<file path="config.mk">
export PLATFORM = sky130hd
export DESIGN_NAME = uts_txn_status
export DESIGN_NICKNAME = d
export VERILOG_FILES = /design/src/rtl/uts_rec_queue.v /design/src/rtl/uts_txn_status.v
export VERILOG_INCLUDE_DIRS = /design/src /design/src/rtl
export SDC_FILE = /design/constraint.sdc
export NUM_CORES = 1
export LEC_CHECK = 0
export BUFFER_PORTS_ARGS = -buffer_cell sky130_fd_sc_hd__buf_2
export CAP_MARGIN = 20
export CELL_PAD_IN_SITES_DETAIL_PLACEMENT = 0
export CELL_PAD_IN_SITES_GLOBAL_PLACEMENT = 1
export CORE_ASPECT_RATIO = 2
export CORE_MARGIN = 1
export CORE_UTILIZATION = 45
export DETAILED_ROUTE_END_ITERATION = 8
export GPL_ROUTABILITY_DRIVEN = 0
export GPL_TIMING_DRIVEN = 1
export MAX_ROUTING_LAYER = met4
export PLACE_DENSITY = 0.93
export SYNTH_ARGS = -nofsm -noshare
export SYNTH_HDL_FRONTEND = slang
export SYNTH_SLANG_ARGS = --single-unit
</file>
<file path="constraint.sdc">
create_clock -name pclk -period 6.5 [get_ports pclk]
set_clock_uncertainty 0.1 [all_clocks]
set_input_delay 0.975 -clock pclk [delete_from_list [all_inputs] [get_ports pclk]]
set_output_delay 0.975 -clock pclk [all_outputs]
set_load 0.01 [all_outputs]
</file>
<file path="src/rtl/uts_consts.vh">
`ifndef UTS_CONSTS_VH
`define UTS_CONSTS_VH

`define UTS_ADDR_W          8
`define UTS_OFF_STATUS      8'h00
`define UTS_OFF_BASE_MID    8'h04
`define UTS_OFF_BASE_TOP    8'h08
`define UTS_OFF_INT_STATUS  8'h0C
`define UTS_OFF_INT_MASK    8'h10
`define UTS_OFF_QUEUE_INFO  8'h14

`define UTS_EP_HI           7
`define UTS_EP_LO           4
`define UTS_DIR_BIT         3
`define UTS_BANK_BIT        2
`define UTS_REC_W           6

`define UTS_INT_TRN_BIT     3
`define UTS_INT_OVF_BIT     0
`define UTS_INT_W           4

`define UTS_QUEUE_DEPTH     4
`define UTS_BYTE_RST        8'h00
`define UTS_INT_RST         4'h0
`define UTS_TABLE_ALIGN_W   9

`endif

</file>
<file path="src/rtl/uts_rec_queue.v">
`timescale 1ns/1ns
`include "uts_consts.vh"

// Small record queue; the head is always visible on head_data.
module uts_rec_queue #(
    parameter WIDTH = `UTS_REC_W,
    parameter DEPTH = `UTS_QUEUE_DEPTH,
    parameter AW    = 2
) (
    input  wire             pclk,
    input  wire             presetn,
    input  wire             push,
    input  wire [WIDTH-1:0] push_data,
    input  wire             pop,
    output wire [WIDTH-1:0] head_data,
    output wire             empty,
    output wire             full,
    output wire [AW:0]      count
);
    reg  [WIDTH-1:0] mem [0:DEPTH-1];
    reg  [AW-1:0]    wr_q;
    reg  [AW-1:0]    rd_q;
    reg  [AW:0]      cnt_q;
    wire             do_pop;
    wire             do_push;

    assign empty     = (cnt_q == {(AW+1){1'b0}});
    assign full      = (cnt_q == DEPTH[AW:0]);
    assign count     = cnt_q;
    assign head_data = mem[rd_q];
    assign do_pop    = pop && !empty;
    // A push into a full queue is allowed only when a pop frees a slot.
    assign do_push   = push && (!full || do_pop);

    // Storage has no reset: records are undefined until written.
    always @(posedge pclk) begin
        if (do_push) begin
            mem[wr_q] <= push_data;
        end
    end

    always @(posedge pclk or negedge presetn) begin
        if (!presetn) begin
            wr_q  <= {AW{1'b0}};
            rd_q  <= {AW{1'b0}};
            cnt_q <= {(AW+1){1'b0}};
        end else begin
            if (do_push) begin
                wr_q <= wr_q + 1'b1;
            end
            if (do_pop) begin
                rd_q <= rd_q + 1'b1;
            end
            if (do_push && !do_pop) begin
                cnt_q <= cnt_q + 1'b1;
            end else if (do_pop && !do_push) begin
                cnt_q <= cnt_q - 1'b1;
            end
        end
    end
endmodule // uts_rec_queue

</file>
<file path="src/rtl/uts_txn_status.v">
`timescale 1ns/1ns
`include "uts_consts.vh"

// Operation
// - The status register shows in bits 7 to 4 the endpoint number of the oldest queued transfer, the queue head.
// - Status bit 3 is 1 for a transmit transfer and 0 for a receive transfer.
// - Status bit 2 is 1 for the odd descriptor bank and 0 for the even bank.
// - Completed records wait in a four-deep queue whose head the status register shows.
// - Status content is valid only while the transaction-done flag is set.
// - Clearing the transaction-done flag pops the head of the queue.
// - An 8-bit writable field supplies bits 23 to 16 of the table base address.
// - An 8-bit writable field supplies bits 31 to 24 of the table base address.
// - The table base is 512-byte aligned, so its lowest nine bits are zero.
// - Unimplemented bits read as zero.
module uts_txn_status (
    input  wire        pclk,
    input  wire        presetn,
    input  wire        psel,
    input  wire        penable,
    input  wire        pwrite,
    input  wire [7:0]  paddr,
    input  wire [31:0] pwdata,
    output reg  [31:0] prdata,
    output reg         pready,
    output reg         pslverr,
    input  wire        txn_done,
    input  wire [3:0]  txn_endpoint,
    input  wire        txn_is_tx,
    input  wire        txn_odd_bank,
    output reg  [31:0] table_base_addr,
    output reg         irq
);
    localparam ST_IDLE = 1'b0;
    localparam ST_ACC  = 1'b1;

    reg                      state_q;
    reg  [7:0]               table_base_mid_byte_q;
    reg  [7:0]               table_base_top_byte_q;
    reg  [`UTS_INT_W-1:0]    int_status_q;
    reg  [`UTS_INT_W-1:0]    int_mask_q;
    reg                      done_s1_q;
    reg                      done_s2_q;
    reg                      done_s3_q;
    reg  [`UTS_REC_W-1:0]    rec_s1_q;
    reg  [`UTS_REC_W-1:0]    rec_s2_q;
    reg  [31:0]              rdata_d;
    reg                      pslverr_d;
    wire [`UTS_REC_W-1:0]    head_rec;
    wire                     q_empty;
    wire                     q_full;
    wire [2:0]               q_count;
    wire                     acc;
    wire                     wr_acc;
    wire                     txn_event;
    wire                     trn_clear;
    wire                     overflow;
    wire [`UTS_INT_W-1:0]    int_set;
    wire [`UTS_INT_W-1:0]    int_clr;

    function is_mapped;
        input [7:0] a;
        begin
            is_mapped = (a == `UTS_OFF_STATUS) || (a == `UTS_OFF_BASE_MID) ||
                        (a == `UTS_OFF_BASE_TOP) || (a == `UTS_OFF_INT_STATUS) ||
                        (a == `UTS_OFF_INT_MASK) || (a == `UTS_OFF_QUEUE_INFO);
        end
    endfunction

    // The access phase answers one cycle after penable rises, so pready rises in the
    // second cycle of penable; a zero-wait slave would need combinational outputs.
    assign acc    = psel && penable && (state_q == ST_ACC);
    assign wr_acc = acc && pwrite && is_mapped(paddr);

    // Transaction strobe and record come from the USB clock side; both are
    // synchronised, and the record is held stable around the strobe by its source.
    always @(posedge pclk or negedge presetn) begin
        if (!presetn) begin
            done_s1_q <= 1'b0;
            done_s2_q <= 1'b0;
            done_s3_q <= 1'b0;
            rec_s1_q  <= {`UTS_REC_W{1'b0}};
            rec_s2_q  <= {`UTS_REC_W{1'b0}};
        end else begin
            done_s1_q <= txn_done;
            done_s2_q <= done_s1_q;
            done_s3_q <= done_s2_q;
            rec_s1_q  <= {txn_endpoint, txn_is_tx, txn_odd_bank};
            rec_s2_q  <= rec_s1_q;
        end
    end

    assign txn_event = done_s2_q && !done_s3_q;

    // Write-one-to-clear of the transaction-done flag pops the queue head.
    assign trn_clear = wr_acc && (paddr == `UTS_OFF_INT_STATUS) &&
                       pwdata[`UTS_INT_TRN_BIT] && int_status_q[`UTS_INT_TRN_BIT];
    assign overflow  = txn_event && q_full && !trn_clear;

    uts_rec_queue #(
        .WIDTH (`UTS_REC_W),
        .DEPTH (`UTS_QUEUE_DEPTH),
        .AW    (2)
    ) u_queue (
        .pclk      (pclk),
        .presetn   (presetn),
        .push      (txn_event),
        .push_data (rec_s2_q),
        .pop       (trn_clear),
        .head_data (head_rec),
        .empty     (q_empty),
        .full      (q_full),
        .count     (q_count)
    );

    // The done flag is re-raised as long as records remain; a new event in the
    // clearing cycle wins over the clear.
    assign int_set = {1'b0, 1'b0, 1'b0, overflow};
    assign int_clr = (wr_acc && (paddr == `UTS_OFF_INT_STATUS)) ?
                     pwdata[`UTS_INT_W-1:0] : `UTS_INT_RST;

    always @(posedge pclk or negedge presetn) begin
        if (!presetn) begin
            int_status_q <= `UTS_INT_RST;
            int_mask_q   <= `UTS_INT_RST;
        end else begin
            int_status_q <= (int_status_q & ~int_clr) | int_set;
            int_status_q[`UTS_INT_TRN_BIT] <= txn_event ||
                (!q_empty && !(trn_clear && q_count == 3'h1));
            if (wr_acc && paddr == `UTS_OFF_INT_MASK) begin
                int_mask_q <= pwdata[`UTS_INT_W-1:0];
            end
        end
    end

    always @(posedge pclk or negedge presetn) begin
        if (!presetn) begin
            table_base_mid_byte_q <= `UTS_BYTE_RST;
            table_base_top_byte_q <= `UTS_BYTE_RST;
        end else if (wr_acc) begin
            if (paddr == `UTS_OFF_BASE_MID) begin
                table_base_mid_byte_q <= pwdata[7:0];
            end
            if (paddr == `UTS_OFF_BASE_TOP) begin
                table_base_top_byte_q <= pwdata[7:0];
            end
        end
    end

    always @* begin
        rdata_d   = 32'h0000_0000;
        pslverr_d = !is_mapped(paddr);
        case (paddr)
            `UTS_OFF_STATUS: begin
                // Head record; stale when the done flag is low, as software knows.
                rdata_d[`UTS_EP_HI:`UTS_BANK_BIT] = head_rec;
            end
            `UTS_OFF_BASE_MID: begin
                rdata_d[7:0] = table_base_mid_byte_q;
            end
            `UTS_OFF_BASE_TOP: begin
                rdata_d[7:0] = table_base_top_byte_q;
            end
            `UTS_OFF_INT_STATUS: begin
                rdata_d[`UTS_INT_W-1:0] = int_status_q;
            end
            `UTS_OFF_INT_MASK: begin
                rdata_d[`UTS_INT_W-1:0] = int_mask_q;
            end
            `UTS_OFF_QUEUE_INFO: begin
                rdata_d[2:0] = q_count;
            end
            default: begin
                rdata_d = 32'h0000_0000;
            end
        endcase
    end

    always @(posedge pclk or negedge presetn) begin
        if (!presetn) begin
            state_q         <= ST_IDLE;
            pready          <= 1'b0;
            pslverr         <= 1'b0;
            prdata          <= 32'h0000_0000;
            table_base_addr <= 32'h0000_0000;
            irq             <= 1'b0;
        end else begin
            pready  <= 1'b0;
            pslverr <= 1'b0;
            case (state_q)
                ST_IDLE: begin
                    if (psel && penable) begin
                        state_q <= ST_ACC;
                        pready  <= 1'b1;
                        pslverr <= pslverr_d;
                        prdata  <= pwrite ? 32'h0000_0000 : rdata_d;
                    end
                end
                ST_ACC: begin
                    state_q <= ST_IDLE;
                end
                default: begin
                    state_q <= ST_IDLE;
                end
            endcase
            table_base_addr <= {table_base_top_byte_q, table_base_mid_byte_q, 7'h00,
                                {`UTS_TABLE_ALIGN_W{1'b0}}};
            irq <= |(int_status_q & int_mask_q);
        end
    end

endmodule // uts_txn_status

</file>
==> metrics.md, run 1 <==
| Metric | Value |
|---|---|
| Number of global-route vias before repair | approximately 2300 |
| Setup WS pre-CTS | between 2000 and 3000 ps |
| Worst Tran Pin Value | roughly 940 ps |
| Synth Warn # | 0 |
| Share of layout cells above drive strength 1 | 0.309 |
| Num Clock Sinks | between 90 and 100 |
| Crit path max fanout | 12 |
| Leakage | about 2.3 nW |
| Status | completed |
| GRT overflow | 0 |
| Unique masters post-synth | 50 |
| Drt via density | 5.05 |
| WP buf/inv | 1 |
| Synthesized area | between 4000 and 5000 um^2 |
| Post-synthesis register bit count | 97 |
| Syn Inst Count | 280 |
| Startpoint Class | primary input |
| Hold Violations, Final | 0 |
| Crit end category | flop |
| Final Non-Filler Cells | 445 |
| CTS Buf Count | 9 |
| Placed Instance Area | between 4000 and 5000 um^2 |
| Design Area, Final | about 4600 um^2 |
| Setup CP Type | in -> reg |
| Row count | 49 |
| Number of flops mapped to enable cells by yosys | 24 |
| Max cap viols | 0 |
| Share of the synthesized area in the top cell type | 0.444 |
| Die Y | ~140 um |
| CP Data Arrival Time | 3410 ps |
| Latest clock arrival within the worst-skew pair | between 300 and 400 ps |
| Nets | 399 |
| Max Slew Vio Count | 0 |
| Fin worst setup slack | roughly 3200 ps |
| Clock root buffer master | clkbuf_16 |
| Final setup violation count | 0 |
| Worst hold-check path type | reg -> reg |
| Largest net degree at the start of global routing | between 70 and 80 |
| Mean routed wirelength per cell | ~16 um |
| Initial antenna violation count | 0 |
| 1st-iter DRT viols | ~120 |
| CP max stage delay | about 620 ps |
| Share of the yosys chip area belonging to registers | 0.619 |
| Global-route wire length before repair | 11400 um |
| Post-route clock period utilization | 0.505 |
| Post-DP HPWL | 5140 um |
| Post-layout power | between 1 and 1.5 mW |
| Gr usage total | 0.164 |
| Die area | between 9000 and 10000 um^2 |
| Routed vias | approximately 2200 |
| Crit path max-delay cell type | or4b_1 |
| Delay-heaviest family, CP | simple AND/OR/NAND/NOR gates |
| CTS HTree Levels | 3 |
| P&R area growth vs syn | 12.1% |
| Resized Gates After CTS | 0 |
| Fin Hold WS | 247 ps |
| Drt pass-1 iters | 4 |
| Final min period | 3280 ps |
| Antenna cell count | 0 |
| Placed insts | about 430 |
| F_max | a little over 300 MHz |
| Die Wd | between 60 and 70 um |
| Top_reg_cell synth | dfrtp_1 |
| Relative slew slack | 0.375 |
| Crit-path cells | buf_2, or4b_1, nor4_1, o21a_1, ha_1, mux2i_1, nor2_1, xor2_1 |
| Final WL | around 7100 um |
| Mapped Avg Cell Area | between 10 and 15 um^2 |
| Post-synth top area cell | dfrtp_1 |
| Synth top area cells | dfrtp_1 44%, edfxtp_1 18%, buf_4 7.3% |
| Max VDD drop | ~0.14 mV |
| CTS tree | done |
| ANT nets after route | 0 |
| Core area | ~9000 um^2 |
| Remaining DRCs | 0 |
| Num ports | between 100 and 150 |
| Cell Pwr Density | a little under 300 nW/um^2 |
| Reg clk slew, reported paths | 70 ps |
| Hold buffers post-CTS | 0 |
| Postcts setup bufs | 0 |
| Final core occ | 0.515 |
| RSZ-0062 raised after global routing | no |
| Clk buf depth | 2 |
| Req. time, crit path | ~6600 ps |
| Port bufs | 54 |
| Initial cell density of the core | 0.460 |
| Share of flip-flops with an asynchronous set or reset | 0.753 |
| TNS Setup | 0 ps |
==> cell usage in the layout, fill, tap and decap left out, types with 3 or more instances in the layout <==
| cell | synthesis | layout |
|---|---|---|
| nand2_1 | 4 | 4 |
| a21boi_0 | 3 | 3 |
| ha_1 | 9 | 9 |
| dfrtp_1 | 73 | 73 |
| mux2_2 | 10 | 10 |
| a22oi_1 | 7 | 7 |
| nor2_1 | 4 | 4 |
| mux4_2 | 6 | 6 |
| nor4_1 | 4 | 4 |
| edfxtp_1 | 24 | 24 |
| o21ai_0 | 6 | 6 |
| and2_1 | 5 | 5 |
| conb_1 | 1 | 40 |
| nand3_1 | 3 | 3 |
| xnor2_1 | 4 | 4 |
| mux2_4 | 12 | 12 |
| mux2i_1 | 11 | 11 |
| inv_1 | 7 | 7 |
| buf_2 | 2 | 54 |
| clkbuf_16 | 0 | 9 |
==> metal layers <==
metal / GRT usage / vias to the layer above / share of wire
met3: 0.0373 / 16 / 0.042
met4: 0.0911 / 0 / 0.029
met1: 0.162 / 1107 / 0.36
met5: - / - / 0
met2: 0.294 / 78 / 0.57
li1: - / 1045 / -
==> sequential cells by signal (all words and copies together), names as in the netlist, 6 cells and up <==
name	flops
rec_s1_q	6
rec_s2_q	6
u_queue.mem	24
prdata	8
table_base_addr	16
table_base_top_byte_q	8
table_base_mid_byte_q	8
==> worst paths after layout <==
path | startpoint | end | slack [ps] | cells after the start
max | paddr[4] | u_queue.count[2] | 3220 | 8
min | rec_s1_q[5] | rec_s2_q[5] | 250 | 0
max reg2reg | pready | u_queue.count[2] | 4000 | 7
min in group asynchronous | presetn | table_base_mid_byte_q[0] | 730 | 2
min reg2reg | rec_s1_q[5] | rec_s2_q[5] | 250 | 0
max in group asynchronous | presetn | rec_s2_q[5] | 4940 | 2
==> power breakdown <==
part,internal [mW],total (mW),switching [mW]
Sequential,0.669,0.703,0.0333
Combinational,0.0607,0.149,0.0883
Clock,0.263,0.490,0.227
Total,0.993,1.34,0.349
==> synthesized netlist by cell type (3+ instances only) <==
master and n:
a21boi_0 3, a22oi_1 7, and2_1 5, buf_4 40, clkbuf_1 3, dfrtp_1 73
edfxtp_1 24, ha_1 9, inv_1 7, mux2_2 10, mux2_4 12, mux2i_1 11
mux4_2 6, nand2_1 4, nand3_1 3, nor2_1 4, nor4_1 4, o21ai_0 6
xnor2_1 4
==> cell families after synthesis <==
logic type	Yosys count	share of synthesized area
other	1	0.000911
buffers and inverters	56	0.0900
adder cells (fa/ha/maj)	9	0.0274
XOR/XNOR	6	0.0128
multiplexers	39	0.131
flip-flops	97	0.619
AND/OR/NAND/NOR	42	0.0678
AO/OA/AOI/OAI	30	0.0514
==> final cells by class <==
type	instances	area (um^2)
clock buffer	9	225
clock inverter	7	52.6
fill	742	4340
inverter	8	30.0
multi-input combinational	166	1340
sequential	97	2550
tap	102	128
timing repair buffer	56	285
(Power assumes the default switching activity.)
==> inputs of run 2 (changes only) <==
--- a/config.mk
+++ b/config.mk
@@ -12,12 +12,12 @@
 export CELL_PAD_IN_SITES_GLOBAL_PLACEMENT = 1
 export CORE_ASPECT_RATIO = 2
 export CORE_MARGIN = 1
-export CORE_UTILIZATION = 45
+export CORE_UTILIZATION = 37
 export DETAILED_ROUTE_END_ITERATION = 8
 export GPL_ROUTABILITY_DRIVEN = 0
 export GPL_TIMING_DRIVEN = 1
 export MAX_ROUTING_LAYER = met4
-export PLACE_DENSITY = 0.93
+export PLACE_DENSITY = 0.83
 export SYNTH_ARGS = -nofsm -noshare
 export SYNTH_HDL_FRONTEND = slang
 export SYNTH_SLANG_ARGS = --single-unit
==> constraint.sdc (replaced) <==
create_clock -name pclk -period 2.8 [get_ports pclk]
set_clock_uncertainty 0.1 [all_clocks]
set_input_delay 0.42 -clock pclk [delete_from_list [all_inputs] [get_ports pclk]]
set_output_delay 0.42 -clock pclk [all_outputs]
set_load 0.01 [all_outputs]
==> run 2 against run 1 <==
Compared with the run above: sequential power grew 130%; clock-buffer cell count up 3; die area is 21% higher; combinational power grew 140%; highest routed layer unchanged.
==> metrics.md, run 2 (synthesis gave the netlist of run 1 again) <==
| Metric | Value |
|---|---|
| Status | completed |
| Post-DP HPWL | around 5600 um |
| Reg clk slew, reported paths | 60 ps |
| Routed vias | approximately 2300 |
| Initial cell density of the core | 0.378 |
| Drt via density | around 4.7 |
| Max Slew Vio Count | 0 |
| Global-route wire length before repair | about 12000 um |
| R2r worst-path depth | 6 |
| Cell Pwr Density | around 650 nW/um^2 |
| Setup WS pre-CTS | 183 ps |
| Hold Violations, Final | 0 |
| Leakage | roughly 2.3 nW |
| RSZ-0062 raised after global routing | no |
| Most frequent CP cell | buf_4 |
| Setup CP Type | in -> reg |
| TNS Setup | 0 ps |
| Top flop regs | u_queue.mem (24), table_base_addr (16) |
| Number of global-route vias before repair | 2451 |
| Postcts setup bufs | 0 |
| Hold buffers post-CTS | 0 |
| R2r startpoint | pready |
| Final min period | 2290 ps |
| Mean routed wirelength per cell | between 10 and 15 um |
| CP Data Arrival Time | around 2200 ps |
| Latest clock arrival within the worst-skew pair | 330 ps |
| Crit path to | u_queue.mem[3][2] |
| Crit path from | paddr[1] |
| Row count | 54 |
| GRT overflow | 0 |
| Core area | ~11000 um^2 |
| Worst Tran Pin Value | approximately 940 ps |
| Most frequent cells in the layout | 73 x dfrtp_1, 54 x buf_2, 40 x conb_1, 24 x edfxtp_1, 13 x buf_4 |
| Stages on the worst setup path | 7 |
| Crit-path cells | buf_2, or3_2, nor4_1, buf_4, o21a_1, buf_4, and2_1 |
| Die area | between 10000 and 15000 um^2 |
| Reg2Reg Setup Slack | between 600 and 700 ps |
| Clk buf depth | 2 |
| Clock root buffer master | clkbuf_16 |
| Remaining DRCs | 0 |
| Max cap viols | 0 |
| Crit path max fanout | 6 |
| Number of flip-flops under the largest register name | 24 |
| Nets | between 400 and 500 |
| Largest net degree at the start of global routing | 42 |
| Max VDD drop | about 0.33 mV |
| Post-route clock period utilization | 0.817 |
| Drt pass-1 iters | 4 |
| 1st-iter DRT viols | approximately 120 |
| Crit path max-delay cell type | or3_2 |
| Register name with the most flops | u_queue.mem |
| Port bufs | 54 |
| CP max stage delay | roughly 550 ps |
| Delay-heaviest family, CP | simple AND/OR/NAND/NOR gates |
| Initial antenna violation count | 1 |
| Num ports | between 100 and 150 |
| CTS HTree Levels | 3 |
| Die Wd | between 70 and 80 um |
| CTS tree | done |
| Startpoint Class | primary input |
| WP buf/inv | 3 |
| Fin worst setup slack | about 500 ps |
| ANT nets after route | 0 |
| Req. time, crit path | between 2000 and 3000 ps |
| Num Clock Sinks | between 90 and 100 |
| Commonest non-fill, non-tap cell in the layout | dfrtp_1 |
| F_max | 437 MHz |
| Worst r2r dst | u_queue.mem[3][2] |
| Worst hold-check path type | in -> reg |
| CTS Buf Count | 9 |
| Gr usage total | 0.144 |
| Relative slew slack | 0.373 |
| Final setup violation count | 0 |
| Final WL | 7410 um |
| P&R area growth vs syn | 15.0% |
| Crit end category | flop |
| Die Y | 151 um |
| Share of layout cells above drive strength 1 | 0.322 |
| Resized Gates After CTS | 0 |
| Post-layout power | about 3 mW |
==> run 2: worst min path at each step <==
stage | depth (start not counted) | slack, ps | start | endpoint
global route | 1 | 80 | txn_endpoint[2] | rec_s1_q[4]
detailed placement | 0 | 240 | rec_s1_q[1] | rec_s2_q[1]
CTS | 1 | 70 | txn_endpoint[0] | rec_s1_q[2]
floorplan | 0 | 20 | presetn | done_s1_q
global placement | 0 | 230 | done_s1_q | done_s2_q
finish | 1 | 90 | txn_endpoint[0] | rec_s1_q[2]
==> run 2: power breakdown <==
group,switching [mW],total (mW),internal (mW)
logic,0.206,0.354,0.148
registers,0.0754,1.63,1.55
clock network,0.493,1.10,0.608
total,0.774,3.08,2.31
==> run 2: layout make-up <==
type | count | area, um^2
Clock inverter | 4 | 30.0
Multi-Input combinational cell | 166 | 1340
Tap cell | 140 | 175
Sequential cell | 97 | 2550
Timing Repair Buffer | 67 | 368
Clock buffer | 12 | 236
Fill cell | 981 | 6140
Antenna cell | 1 | 2.50
Inverter | 8 | 30.0
==> run 2: stage by stage <==
step	instance area, um^2	hold WS [ps]	std cells	utilization
2_1_floorplan	4260	24.4	319	-
3_3_place_gp	4460	235	478	0.410
3_5_place_dp	4460	236	478	0.410
4_1_cts	4730	71.8	494	0.435
5_1_grt	4730	79.0	495	0.435
6_report	4730	87.3	495	0.435
==> run 2: routing by layer <==
metal  up-vias  wire [um]  GRT usage
met3        19        390     0.0301
met5         -          0          -
met2        97       4150      0.259
met4         0        274     0.0952
li1       1065          -          -
met1      1135       2590      0.137
